File: src/verilog/lwf_defs.svh
// Offsets, field positions, reset values and timing counts of the
// segment display waveform block.
// Assumes a 32-bit APB slave decoding byte addresses on aligned words.
`ifndef LWF_DEFS_SVH
`define LWF_DEFS_SVH

// ==========================================================================
// Register byte offsets
// ==========================================================================
`define LWF_OFS_PIXEL_FIRST   8'h00
`define LWF_OFS_PIXEL_LAST    8'h2c
`define LWF_OFS_CTRL          8'h30
`define LWF_OFS_WAVE          8'h34
`define LWF_OFS_STATUS        8'h38
`define LWF_OFS_MASK          8'h3c
`define LWF_OFS_STATE         8'h40

// ==========================================================================
// Field positions
// ==========================================================================
`define LWF_CTRL_ENABLE       7
`define LWF_CTRL_SLEEP_STOP   6
`define LWF_CTRL_WRITE_ERROR_FLAG         5
`define LWF_CTRL_BIAS_EN      4
`define LWF_CTRL_CS_HI        3
`define LWF_CTRL_CS_LO        2
`define LWF_CTRL_MUX_HI       1
`define LWF_CTRL_MUX_LO       0
`define LWF_WAVE_TYPE_B       0
`define LWF_ST_FRAME          0
`define LWF_ST_WRITE_ERROR_FLAG           1

// ==========================================================================
// Reset values and codes
// ==========================================================================
`define LWF_CTRL_RESET        8'h13
`define LWF_WAVE_RESET        8'h00
`define LWF_MASK_RESET        2'h0
`define LWF_CS_SYSDIV         2'h0

// ==========================================================================
// Timing counts
// ==========================================================================
`define LWF_HALF_SLOT_CYCLES  16
`define LWF_IRQ_LEAD_HALVES   2

`endif

File: src/verilog/lwf_pkg.sv
// Types shared by the segment display waveform block.
// Assumes nothing beyond a SystemVerilog compiler.
`default_nettype none

package lwf_pkg;

    // ======================================================================
    // Multiplex modes and drive levels
    // ======================================================================
    typedef enum logic [1:0] {
        LWF_MUX_STATIC  = 2'b00,
        LWF_MUX_HALF    = 2'b01,
        LWF_MUX_THIRD   = 2'b10,
        LWF_MUX_QUARTER = 2'b11
    } lwf_mux_t;

    // Level 0 is the minimum display voltage, level 3 the maximum
    typedef logic [1:0] lwf_level_t;

    typedef struct packed {
        lwf_level_t [3:0]  com;
        lwf_level_t [17:0] segment_line;
    } lwf_drive_t;

    typedef struct packed {
        logic     enable;
        logic     sleep_stop;
        logic     write_error_flag;
        logic     bias_en;
        logic [1:0] cs;
        lwf_mux_t mux;
    } lwf_ctrl_t;

    typedef enum logic [1:0] {
        LWF_IDLE   = 2'b00,
        LWF_RUN    = 2'b01,
        LWF_HALTED = 2'b10
    } lwf_state_t;

endpackage

`default_nettype wire

File: src/verilog/lwf_core.sv
// Segment display waveform generator with frame interrupt and write window.
// Assumes an APB master on pclk, and a sleep level from the core on pclk.
//
// Overview of operation
// - Each pixel sees zero net DC; dark gets higher rms, clear lower.
// - Commons carry their time slot; segments carry that slot's pixel bit.
// - Type-A inverts phase inside each slot; Type-B inverts per frame.
// - Static, half, third and quarter multiplex, each Type-A or Type-B.
// - A frame starts at the leading edge of common line zero.
// - Frame flag set when all pixel data fetched, a lead time before boundary.
// - Type-B frame interrupt only at the end of complete phase intervals.
// - Pixel write while writes are disabled is dropped and sets write error.
// - No frame interrupt for Type-A or for Type-B static drive.
// - With system clock /8192 source, sleep halts regardless of stop bit.
// - Segments 24 to 41: common n from three data registers, bit 0 up.
// - Sleep with stop bit set halts at once, all lines at minimum.
// - Clearing enable stops at frame end, or on leaving a halt; pins then go digital.
// - Asleep with frame interrupt enabled, wake at next frame boundary.
//
// The APB register port and the address map were chosen for this implementation.
`include "lwf_defs.svh"
`default_nettype none

module lwf_core
    import lwf_pkg::*;
#(
    parameter int HALF_SLOT_CYCLES = `LWF_HALF_SLOT_CYCLES
) (
    input  wire logic        pclk,
    input  wire logic        presetn,
    input  wire logic        psel,
    input  wire logic        penable,
    input  wire logic        pwrite,
    input  wire logic [7:0]  paddr,
    input  wire logic [31:0] pwdata,
    output logic             pready,
    output logic             pslverr,
    output logic [31:0]      prdata,
    input  wire logic        sleep_req,
    output logic             wake,
    output logic             irq,
    output lwf_drive_t       drive,
    output logic             lines_oe
);

    // ======================================================================
    // Functions
    // ======================================================================
    function automatic logic [3:0] pixel_index(input logic [7:0] addr);
        pixel_index = 4'(addr[5:2]);
    endfunction

    function automatic logic is_pixel(input logic [7:0] addr);
        is_pixel = (addr[1:0] == 2'b00) && (addr <= `LWF_OFS_PIXEL_LAST);
    endfunction

    // Active common: phase picks V0 or V3; idle common sits at V1 or V2
    function automatic lwf_level_t com_level(input logic mux_static,
                                             input logic on_slot,
                                             input logic ph);
        if (on_slot || mux_static) begin
            com_level = ph ? 2'h3 : 2'h0;
        end else begin
            com_level = ph ? 2'h1 : 2'h2;
        end
    endfunction

    // Dark drives against the common, clear rides close to it
    function automatic lwf_level_t seg_level(input logic mux_static,
                                             input logic dark,
                                             input logic ph);
        if (mux_static) begin
            seg_level = (dark ^ ph) ? 2'h3 : 2'h0;
        end else if (dark) begin
            seg_level = ph ? 2'h0 : 2'h3;
        end else begin
            seg_level = ph ? 2'h2 : 2'h1;
        end
    endfunction

    // ======================================================================
    // Registers
    // ======================================================================
    logic [7:0]  pixel_reg [12];
    lwf_ctrl_t   ctrl_reg;
    logic        type_b_reg;
    logic [1:0]  status_reg;
    logic [1:0]  mask_reg;
    logic [1:0]  rd_status_reg;
    logic [31:0] prdata_reg;

    lwf_state_t  state_reg;
    logic [15:0] cyc_reg;
    logic        half_reg;
    logic [1:0]  slot_reg;
    logic        fphase_reg;
    logic        window_reg;
    logic [17:0] row_reg;
    lwf_drive_t  drive_reg;
    logic        wake_reg;

    logic        setup_ph;
    logic        access_ph;
    logic        wr_pix;
    logic        wr_ok;
    logic        wr_bad;
    logic        rd_status;
    logic        halt_req;
    logic        half_tick;
    logic        slot_end;
    logic        frame_end;
    logic        frame_irq_ev;
    logic        irq_gen_on;
    logic        phase;
    logic [1:0]  last_slot;
    logic [1:0]  next_slot;
    logic [7:0]  wbyte;

    // ======================================================================
    // APB decode
    // ======================================================================
    assign setup_ph  = psel && !penable;
    assign access_ph = psel && penable;
    assign pready    = 1'b1;
    assign wbyte     = pwdata[7:0];
    assign wr_pix    = access_ph && pwrite && is_pixel(paddr);
    assign rd_status = access_ph && !pwrite && (paddr == `LWF_OFS_STATUS);

    always_comb begin
        pslverr = 1'b0;
        if (access_ph && !is_pixel(paddr)) begin
            pslverr = !((paddr == `LWF_OFS_CTRL) || (paddr == `LWF_OFS_WAVE) ||
                        (paddr == `LWF_OFS_STATUS) || (paddr == `LWF_OFS_MASK) ||
                        (paddr == `LWF_OFS_STATE));
        end
    end

    // Writes are open unless Type-B multiplexed drive is outside its window
    assign irq_gen_on = type_b_reg && (ctrl_reg.mux != LWF_MUX_STATIC);
    assign wr_ok  = !irq_gen_on || window_reg;
    assign wr_bad = wr_pix && !wr_ok;

    always_ff @(posedge pclk or negedge presetn) begin
        if (!presetn) begin
            for (int i = 0; i < 12; i++) begin
                pixel_reg[i] <= 8'h00;
            end
        end else if (wr_pix && wr_ok) begin
            pixel_reg[pixel_index(paddr)] <= wbyte;
        end
    end

    always_ff @(posedge pclk or negedge presetn) begin
        if (!presetn) begin
            ctrl_reg   <= lwf_ctrl_t'(`LWF_CTRL_RESET);
            type_b_reg <= 1'b0;
            mask_reg   <= `LWF_MASK_RESET;
        end else begin
            if (access_ph && pwrite && (paddr == `LWF_OFS_CTRL)) begin
                ctrl_reg <= lwf_ctrl_t'(wbyte);
                // Software may only clear the error; a new error still wins
                ctrl_reg.write_error_flag <= wbyte[`LWF_CTRL_WRITE_ERROR_FLAG] & ctrl_reg.write_error_flag;
            end
            if (wr_bad) begin
                ctrl_reg.write_error_flag <= 1'b1;
            end
            if (access_ph && pwrite && (paddr == `LWF_OFS_WAVE)) begin
                type_b_reg <= wbyte[`LWF_WAVE_TYPE_B];
            end
            if (access_ph && pwrite && (paddr == `LWF_OFS_MASK)) begin
                mask_reg <= wbyte[1:0];
            end
        end
    end

    // Read data is captured in the setup cycle; the status read clears only
    // the bits it returned, so an event landing in between is kept
    always_ff @(posedge pclk or negedge presetn) begin
        if (!presetn) begin
            prdata_reg    <= 32'h0000_0000;
            rd_status_reg <= 2'h0;
        end else if (setup_ph && !pwrite) begin
            rd_status_reg <= status_reg;
            prdata_reg    <= 32'h0000_0000;
            if (is_pixel(paddr)) begin
                prdata_reg[7:0] <= pixel_reg[pixel_index(paddr)];
            end else begin
                case (paddr)
                    `LWF_OFS_CTRL:   prdata_reg[7:0] <= ctrl_reg;
                    `LWF_OFS_WAVE:   prdata_reg[0]   <= type_b_reg;
                    `LWF_OFS_STATUS: prdata_reg[1:0] <= status_reg;
                    `LWF_OFS_MASK:   prdata_reg[1:0] <= mask_reg;
                    `LWF_OFS_STATE:  prdata_reg[7:0] <= {state_reg, window_reg,
                                                         fphase_reg, slot_reg,
                                                         half_reg, lines_oe};
                    default:         prdata_reg      <= 32'h0000_0000;
                endcase
            end
        end
    end

    assign prdata = prdata_reg;

    // ======================================================================
    // Interrupt status
    // ======================================================================
    always_ff @(posedge pclk or negedge presetn) begin
        if (!presetn) begin
            status_reg <= 2'h0;
        end else begin
            status_reg <= (status_reg & ~(rd_status ? rd_status_reg : 2'h0)) |
                          {wr_bad, frame_irq_ev};
        end
    end

    assign irq = |(status_reg & mask_reg);

    // ======================================================================
    // Frame sequencer
    // ======================================================================
    // The /8192 source stops with the core, so sleep always halts it
    assign halt_req = sleep_req &&
                      (ctrl_reg.sleep_stop || (ctrl_reg.cs == `LWF_CS_SYSDIV));

    assign last_slot = 2'(ctrl_reg.mux);
    assign half_tick = (state_reg == LWF_RUN) && (cyc_reg == 16'(HALF_SLOT_CYCLES - 1));
    assign slot_end  = half_tick && half_reg;
    assign frame_end = slot_end && (slot_reg >= last_slot);
    assign next_slot = frame_end ? 2'h0 : 2'(slot_reg + 2'h1);

    // All rows are fetched on entering the last slot; Type-B raises only
    // in the second frame of a pair, ahead of the boundary closing a full phase interval
    assign frame_irq_ev = irq_gen_on && slot_end && fphase_reg &&
                          (next_slot == last_slot) && !frame_end;

    always_ff @(posedge pclk or negedge presetn) begin
        if (!presetn) begin
            state_reg  <= LWF_IDLE;
            cyc_reg    <= 16'h0000;
            half_reg   <= 1'b0;
            slot_reg   <= 2'h0;
            fphase_reg <= 1'b0;
        end else begin
            case (state_reg)
                LWF_IDLE: begin
                    cyc_reg    <= 16'h0000;
                    half_reg   <= 1'b0;
                    slot_reg   <= 2'h0;
                    fphase_reg <= 1'b0;
                    if (ctrl_reg.enable && !halt_req) begin
                        state_reg <= LWF_RUN;
                    end
                end
                LWF_RUN: begin
                    if (halt_req) begin
                        state_reg <= LWF_HALTED;
                    end else if (half_tick) begin
                        cyc_reg  <= 16'h0000;
                        half_reg <= !half_reg;
                        if (half_reg) begin
                            slot_reg <= next_slot;
                        end
                        if (frame_end) begin
                            fphase_reg <= !fphase_reg;
                            if (!ctrl_reg.enable) begin
                                state_reg <= LWF_IDLE;
                            end
                        end
                    end else begin
                        cyc_reg <= 16'(cyc_reg + 16'h0001);
                    end
                end
                LWF_HALTED: begin
                    if (!halt_req) begin
                        state_reg <= ctrl_reg.enable ? LWF_RUN : LWF_IDLE;
                    end
                end
                default: state_reg <= LWF_IDLE;
            endcase
        end
    end

    // Window runs from the frame flag to the following frame boundary
    always_ff @(posedge pclk or negedge presetn) begin
        if (!presetn) begin
            window_reg <= 1'b0;
        end else if (frame_irq_ev) begin
            window_reg <= 1'b1;
        end else if (frame_end || state_reg != LWF_RUN) begin
            window_reg <= 1'b0;
        end
    end

    // Wake only for a live frame flag source with its mask bit set
    always_ff @(posedge pclk or negedge presetn) begin
        if (!presetn) begin
            wake_reg <= 1'b0;
        end else begin
            wake_reg <= sleep_req && frame_end && irq_gen_on &&
                        mask_reg[`LWF_ST_FRAME];
        end
    end

    assign wake = wake_reg;

    // ======================================================================
    // Pixel fetch and waveform
    // ======================================================================
    always_comb begin
        row_reg = 18'h00000;
        for (int b = 0; b < 18; b++) begin
            row_reg[b] = pixel_reg[3 * int'(slot_reg) + b / 8][b % 8];
        end
    end

    // Type-A flips within the slot, Type-B holds it for a whole frame
    assign phase = type_b_reg ? fphase_reg : half_reg;

    always_ff @(posedge pclk or negedge presetn) begin
        if (!presetn) begin
            drive_reg <= '0;
        end else if (state_reg != LWF_RUN || halt_req) begin
            drive_reg <= '0;
        end else begin
            for (int c = 0; c < 4; c++) begin
                drive_reg.com[c] <= com_level(ctrl_reg.mux == LWF_MUX_STATIC,
                                              slot_reg == 2'(c), phase);
            end
            for (int s = 0; s < 18; s++) begin
                drive_reg.segment_line[s] <= seg_level(ctrl_reg.mux == LWF_MUX_STATIC,
                                              row_reg[s], phase);
            end
        end
    end

    assign drive = drive_reg;

    always_ff @(posedge pclk or negedge presetn) begin
        if (!presetn) begin
            lines_oe <= 1'b0;
        end else begin
            lines_oe <= (state_reg != LWF_IDLE);
        end
    end

endmodule

`default_nettype wire

File: config.mk
export PLATFORM = sky130hd
export DESIGN_NAME = lwf_core
export DESIGN_NICKNAME = d
export VERILOG_FILES = /design/src/verilog/lwf_pkg.sv /design/src/verilog/lwf_core.sv
export VERILOG_INCLUDE_DIRS = /design/src /design/src/verilog
export SDC_FILE = /design/constraint.sdc
export NUM_CORES = 1
export LEC_CHECK = 0
export BUFFER_PORTS_ARGS = -buffer_cell sky130_fd_sc_hd__buf_2
export CAP_MARGIN = 25
export CORE_MARGIN = 2
export CORE_UTILIZATION = 40
export CTS_CLUSTER_DIAMETER = 200
export CTS_CLUSTER_SIZE = 10
export DETAILED_ROUTE_END_ITERATION = 12
export MAX_ROUTING_LAYER = met4
export SLEW_MARGIN = 20
export SYNTH_ARGS = -nofsm -noshare
export SYNTH_HDL_FRONTEND = slang
export SYNTH_SLANG_ARGS = --single-unit
File: constraint.sdc
create_clock -name pclk -period 3.4 [get_ports pclk]
set_input_delay 0.34 -clock pclk [delete_from_list [all_inputs] [get_ports pclk]]
set_output_delay 0.34 -clock pclk [all_outputs]
set_load 0.05 [all_outputs]
==> Word-level counts from Yosys, hierarchy flattened <==
Cells that the tools add are included.
W data, S select, Z words.
{ "totals": {"regBits": 188, "input_bits": 46, "out_inout_bits": 81, "wordCells": 292} }
{ "classes": {"n_addsub": 4, "mul": 1, "magnitude_cmp": 7, "n_eq_ne": 22, "n_mux": 112, "bitwise_logic": 27, "n_reduce_logical": 66} }
{ "op_table": {"columns": ["op", "n"], "rows": [
  ["$mux W2", 75],
  ["$bmux W8 S4", 4],
  ["$bwmux W96", 1],
  ["$ge A32 B5 Y1 const B", 3],
  ["$mux W8", 8],
  ["$not A32 Y32", 2],
  ["$mux W44", 1],
  ["$add A32 B2 Y32 const B", 1],
  ["$demux W8 S4", 1],
  ["$eq A8 B6 Y1 const B", 4],
  ["$mux W16", 2],
  ["$not A5 Y32", 1],
  ["$pmux W16 S2", 1],
  ["$logic_and A1 B1 Y1", 28],
  ["$xor A1 B1 Y1", 18],
  ["$add A16 B1 Y16 const B", 1],
  ["$eq A16 B4 Y1 const B", 1],
  ["$logic_or A1 B1 Y1", 12],
  ["$ne A2 B2 Y1 const B", 6],
  ["$pmux W6 S2", 1],
  ["$mux W1", 11],
  ["$logic_not A1 Y1", 10],
  ["$logic_not A2 Y1", 5],
  ["$reduce_bool A2 Y1", 5],
  ["other kinds (29)", 37]
]} }

==> Depth between registers and ports, before layout <==
{ "depth": {"depth_word": 10, "mapped_depth": 12, "ltp_nobuf": 7} }

==> Worst setup path after synthesis <==
Ideal clock, no wire load.
{ "synth_timing": {"path_kind": "flip-flop to flip-flop", "startpoint": "register slot_reg[0]", "endpoint": "register drive_reg, in the netlist drive[12]", "setup_time_ps": 80, "arrival_ps": 3515, "required_ps": 3320, "path_slack_ps": -194, "stages_incl_launch_ff": 13, "path_buffers": 5, "synth_period_minus_slack_ps": 3594, "cell_sequence": "dfrtp_1 -> buf_2 -> clkbuf_1 -> clkbuf_1 -> inv_1 -> ha_1 -> clkbuf_1 -> buf_2 -> mux4_2 -> nand2_1 -> o31ai_1 -> nor2_1 -> mux2i_1"} }
{ "synth_between": {"elab_chain_cells": 9, "elab_cells_between_ends": 10, "cone_classes": "mul (1); mux (7); bitwise (2)"} }
{ "synth_rtl": {"columns": ["element", "line_no", "rtl"], "rows": [
  ["start, declared", "lwf_core.sv:95", "logic [1:0] slot_reg;"],
  ["start signal, assigned", "lwf_core.sv:261", "slot_reg <= next_slot;"],
  ["$mul A2 B2 Y4 (*)", "lwf_core.sv:312", "row_reg[b] = pixel_reg[3 * int'(slot_reg) + b / 8][b % 8];"],
  ["$not A32 Y32 (implied by the code) (*)", "lwf_core.sv:312", null],
  ["$bmux W8 S4 (*)", "lwf_core.sv:312", null],
  ["$mux W8 (*) (2 in a row)", null, null],
  ["$xor A1 B1 Y1", "lwf_core.sv:73", "seg_level = (dark ^ ph) ? 2'h3 : 2'h0;"],
  ["$mux W2", "lwf_core.sv:73", null],
  ["$mux W2 (*)", "lwf_core.sv:72", "if (mux_static) begin"],
  ["$mux W44 (*)", "lwf_core.sv:322", "end else if (state_reg != LWF_RUN || halt_req) begin"],
  ["end, declared", "lwf_core.sv:99", "lwf_drive_t drive_reg;"]
]} }
Every way passes the cells marked *; elsewhere a longest branch is shown, timed or not. The select of a mux whose other input is x is not followed.
A chain may end at the register's enable or synchronous reset.

==> Worst setup path after layout <==
{ "layout_timing": {"startpoint": "register ctrl_reg, in the netlist last_slot[1]", "endpoint": "register pixel_reg[88] in the netlist's numbering"} }
{ "layout_between": {"elab_chain_cells": 5} }
{ "layout_rtl": {"columns": ["element", "line_no", "rtl"], "rows": [
  ["start, declared", "lwf_core.sv:85", "lwf_ctrl_t ctrl_reg;"],
  ["start signal, assigned", "lwf_core.sv:155", "ctrl_reg <= lwf_ctrl_t'(`LWF_CTRL_RESET);"],
  ["start signal, assigned", "lwf_core.sv:160", "ctrl_reg <= lwf_ctrl_t'(wbyte);"],
  ["$reduce_bool A2 Y1", "lwf_core.sv:139", "assign irq_gen_on = type_b_reg && (ctrl_reg.mux != LWF_MUX_STATIC);"],
  ["$logic_and A1 B1 Y1", "lwf_core.sv:139", null],
  ["$logic_not A1 Y1", "lwf_core.sv:140", "assign wr_ok = !irq_gen_on || window_reg;"],
  ["$logic_or A1 B1 Y1", "lwf_core.sv:140", null],
  ["$logic_and A1 B1 Y1", "lwf_core.sv:148", "end else if (wr_pix && wr_ok) begin"],
  ["end signal, assigned by index", "lwf_core.sv:149", "pixel_reg[pixel_index(paddr)] <= wbyte;"],
  ["end, declared", "lwf_core.sv:84", "logic [7:0] pixel_reg [12];"]
]} }
No other way between the ends.

==> results.json <==
{
  "antenna_found_initial": 0,
  "path_common_cell": "o21ai_0",
  "ys_async_sr_fraction_pct": 100,
  "synth-xor-area-share_pct": 2.23,
  "synth_mux_area_share_pct": 29.6,
  "maxSlewHeadroom_pct": 34.9,
  "syn_area_per_cell_um2": 12.2,
  "cts_tree": "built",
  "gp_congestion": 0.840,
  "die-height_um": 164,
  "critPathCaptureType": "register",
  "grt_pass1_vias": 6806,
  "cellPowerDensity_mw_per_mm2": 408,
  "ys_seq_area_share_pct": 45.3,
  "nNetsFinal": 949,
  "slowest_delay_ns": 0.63,
  "synth.distinct_cells": 63,
  "dieArea_mm2": 0.0268,
  "hold_path.class": "in2reg",
  "cp_slowest_cell": "nor4_4",
  "hold_viol": 0,
  "path_cells": "o21ai_0, o21ai_0, or3_1, nor4_4, mux2_2",
  "layout_setup_ws_ns": 0.731,
  "worstPathMaxFanout": 8,
  "worst_pin_slew_ns": 0.976,
  "synth_area_mm2": 0.0102,
  "clk_latency_ns": 0.44,
  "drive_above_1_share_pct": 34.7,
  "fin_crit_ns": 2.67,
  "io_buffers": 77,
  "path_clk_slew_ns": 0.07,
  "track_usage_pct": 20.3,
  "vias_per_cell": 5.61,
  "max_freq_mhz": 375,
  "antenna_cells": 0,
  "rows": 58,
  "num-fill-cells": 2339,
  "cts_buffer_depth": 2,
  "core_area_mm2": 0.0251,
  "critPathLaunchType": "register",
  "gr-total-overflow": 0,
  "numCtsBuffers": 17,
  "yosys.area_share.simple_pct": 10.2,
  "drt_first_pass_iters": 5,
  "cp.required_ns": 3.72,
  "synth-compound-area-share_pct": 6.06,
  "drc": 0,
  "worst_clock_skew_ns": 0.0133,
  "cts.htree.levels": 4,
  "vias": 6939,
  "status": "finished, final reports clean",
  "cp_top_family": "simple AND/OR/NAND/NOR gates",
  "grt_max_degree": 77,
  "critPathBufInv": 0,
  "max-cap-violations": 0,
  "ir_drop_mv": 0.309,
  "crit_type": "reg2reg",
  "period_share_pct": 78.5,
  "layout_commonest_cell": "dfrtp_1",
  "pre_cts_ws_ns": 0.599,
  "p_leak_nw": 5.17,
  "setup_viol": 0,
  "synth_fa_ha_area_share_pct": 0.979,
  "cp.arrival_ns": 2.99,
  "hpwlAfterDp_um": 18200,
  "areaGrowthSynthToFinish_pct": 11.8,
  "ys_seq_elements": 185,
  "final_cell_mix": "dfrtp_1 (181), mux2_2 (113), buf_2 (76), nor2_1 (58), mux2i_1 (57)",
  "yosys_warnings": 0,
  "slew_viol_final": 0,
  "wire_per_inst_um": 20.8,
  "routed_wl_um": 25700,
  "cts-root-buf": "clkbuf_16",
  "synth_top_family_by_area": "multiplexers",
  "drtAntennaViolNets": 0,
  "drt_iter0_drc": 517,
  "die_width_um": 164,
  "synth_edf_count": 0,
  "rsz0062_at_grt": "false",
  "syn_inst": 840,
  "largest_reg_flops": 96,
  "initial_utilization_pct": 40.7,
  "synth_ff_type": "dfrtp_1",
  "fin_setup_tns_ns": 0,
  "ioPinCount": 127,
  "cts_sinks": 185,
  "grt_pass1_wl_um": 39900
}
what timing repair did:
action | in CTS | in global routing
setup buffers | 0 | 0
resized for setup | 0 | 0
hold endpoints to repair | 71 | 0
hold buffers | 1 | 0
worst reg2reg max path: cells and delay by family (launching register included):
kind / cells / cell delay, ns
AO/OA/AOI/OAI: 2 / 0.58
flip-flops: 1 / 0.41
AND/OR/NAND/NOR: 2 / 1.14
multiplexers: 1 / 0.41
power breakdown:
| group | switching, W | leakage, nW | internal [W] |
|---|---|---|---|
| Combinational | 0.000294 | 2.33 | 0.000107 |
| Clock | 0.000889 | 0.284 | 0.00111 |
| Sequential | 0.0000305 | 2.55 | 0.00224 |
| Total | 0.00121 | 5.17 | 0.00345 |
metrics by stage:
step | util [%] | hold slack, ns | area (um2) | power [W] | cells
floorplan | - | 0.0444 | 10300 | 0.00260 | 863
global route | 45.5 | 0.209 | 11400 | 0.00485 | 1238
global placement | 43.1 | 0.400 | 10800 | 0.00271 | 1205
CTS | 45.5 | 0.192 | 11400 | 0.00472 | 1238
detailed placement | 43.1 | 0.405 | 10800 | 0.00271 | 1205
finish | 45.5 | 0.205 | 11400 | 0.00467 | 1238
kinds of logic after synthesis:
logic type / Yosys count
buffers and inverters: 103
AOI/OAI and AO/OA: 91
other: 2
xor gates and xnor gates: 26
and+or+nand+nor: 200
muxes: 225
DFF: 185
adders and majority gates: 8
synthesized netlist by cell type (9+ instances only):
library cell	instances	area (um2)
o22ai_1	22	138
mux2i_1	57	571
clkbuf_1	40	150
mux2_2	113	1270
nand3_1	13	65.1
buf_4	29	218
dfrtp_1	182	4550
nand2_1	40	150
nand2b_1	9	56.3
nor2b_1	12	75.1
xnor2_1	10	87.6
a21oi_1	14	70.1
inv_1	15	56.3
mux4_2	47	1060
xor2_1	16	140
nor2_1	58	218
nor3_1	21	105
layer usage:
layer,up-vias,GRT usage (%),wire length (um)
met5,-,-,0
li1,3135,-,-
met1,3580,26.2,11100
met2,191,32.8,13000
met3,33,3.71,1110
met4,0,5.94,536
cell type report:
cell class / instances / area (um2) / share of cell area [%]
Clock inverter: 13 / 146 / 1.28
Tap cell: 330 / 413 / 3.61
Sequential cell: 185 / 4630 / 40.6
Inverter: 15 / 56.3 / 0.493
Timing Repair Buffer: 101 / 614 / 5.38
Multi-Input combinational cell: 575 / 5120 / 44.8
Clock buffer: 19 / 443 / 3.88
path summary, 6_finish.rpt:
check | startpoint | end | slack (ns) | cells past startpoint
min in group asynchronous | presetn | cyc_reg[0] | 0.47 | 2
min reg2reg | ctrl_reg[5] | ctrl_reg[5] | 0.50 | 1
max | last_slot[1] | pixel_reg[88] | 0.73 | 5
max in group asynchronous | presetn | drive[24] | 2.02 | 3
min | sleep_req | wake | 0.21 | 3
max reg2reg | last_slot[1] | pixel_reg[88] | 0.73 | 5
No activity file was read; power rests on OpenSTA's default activity.
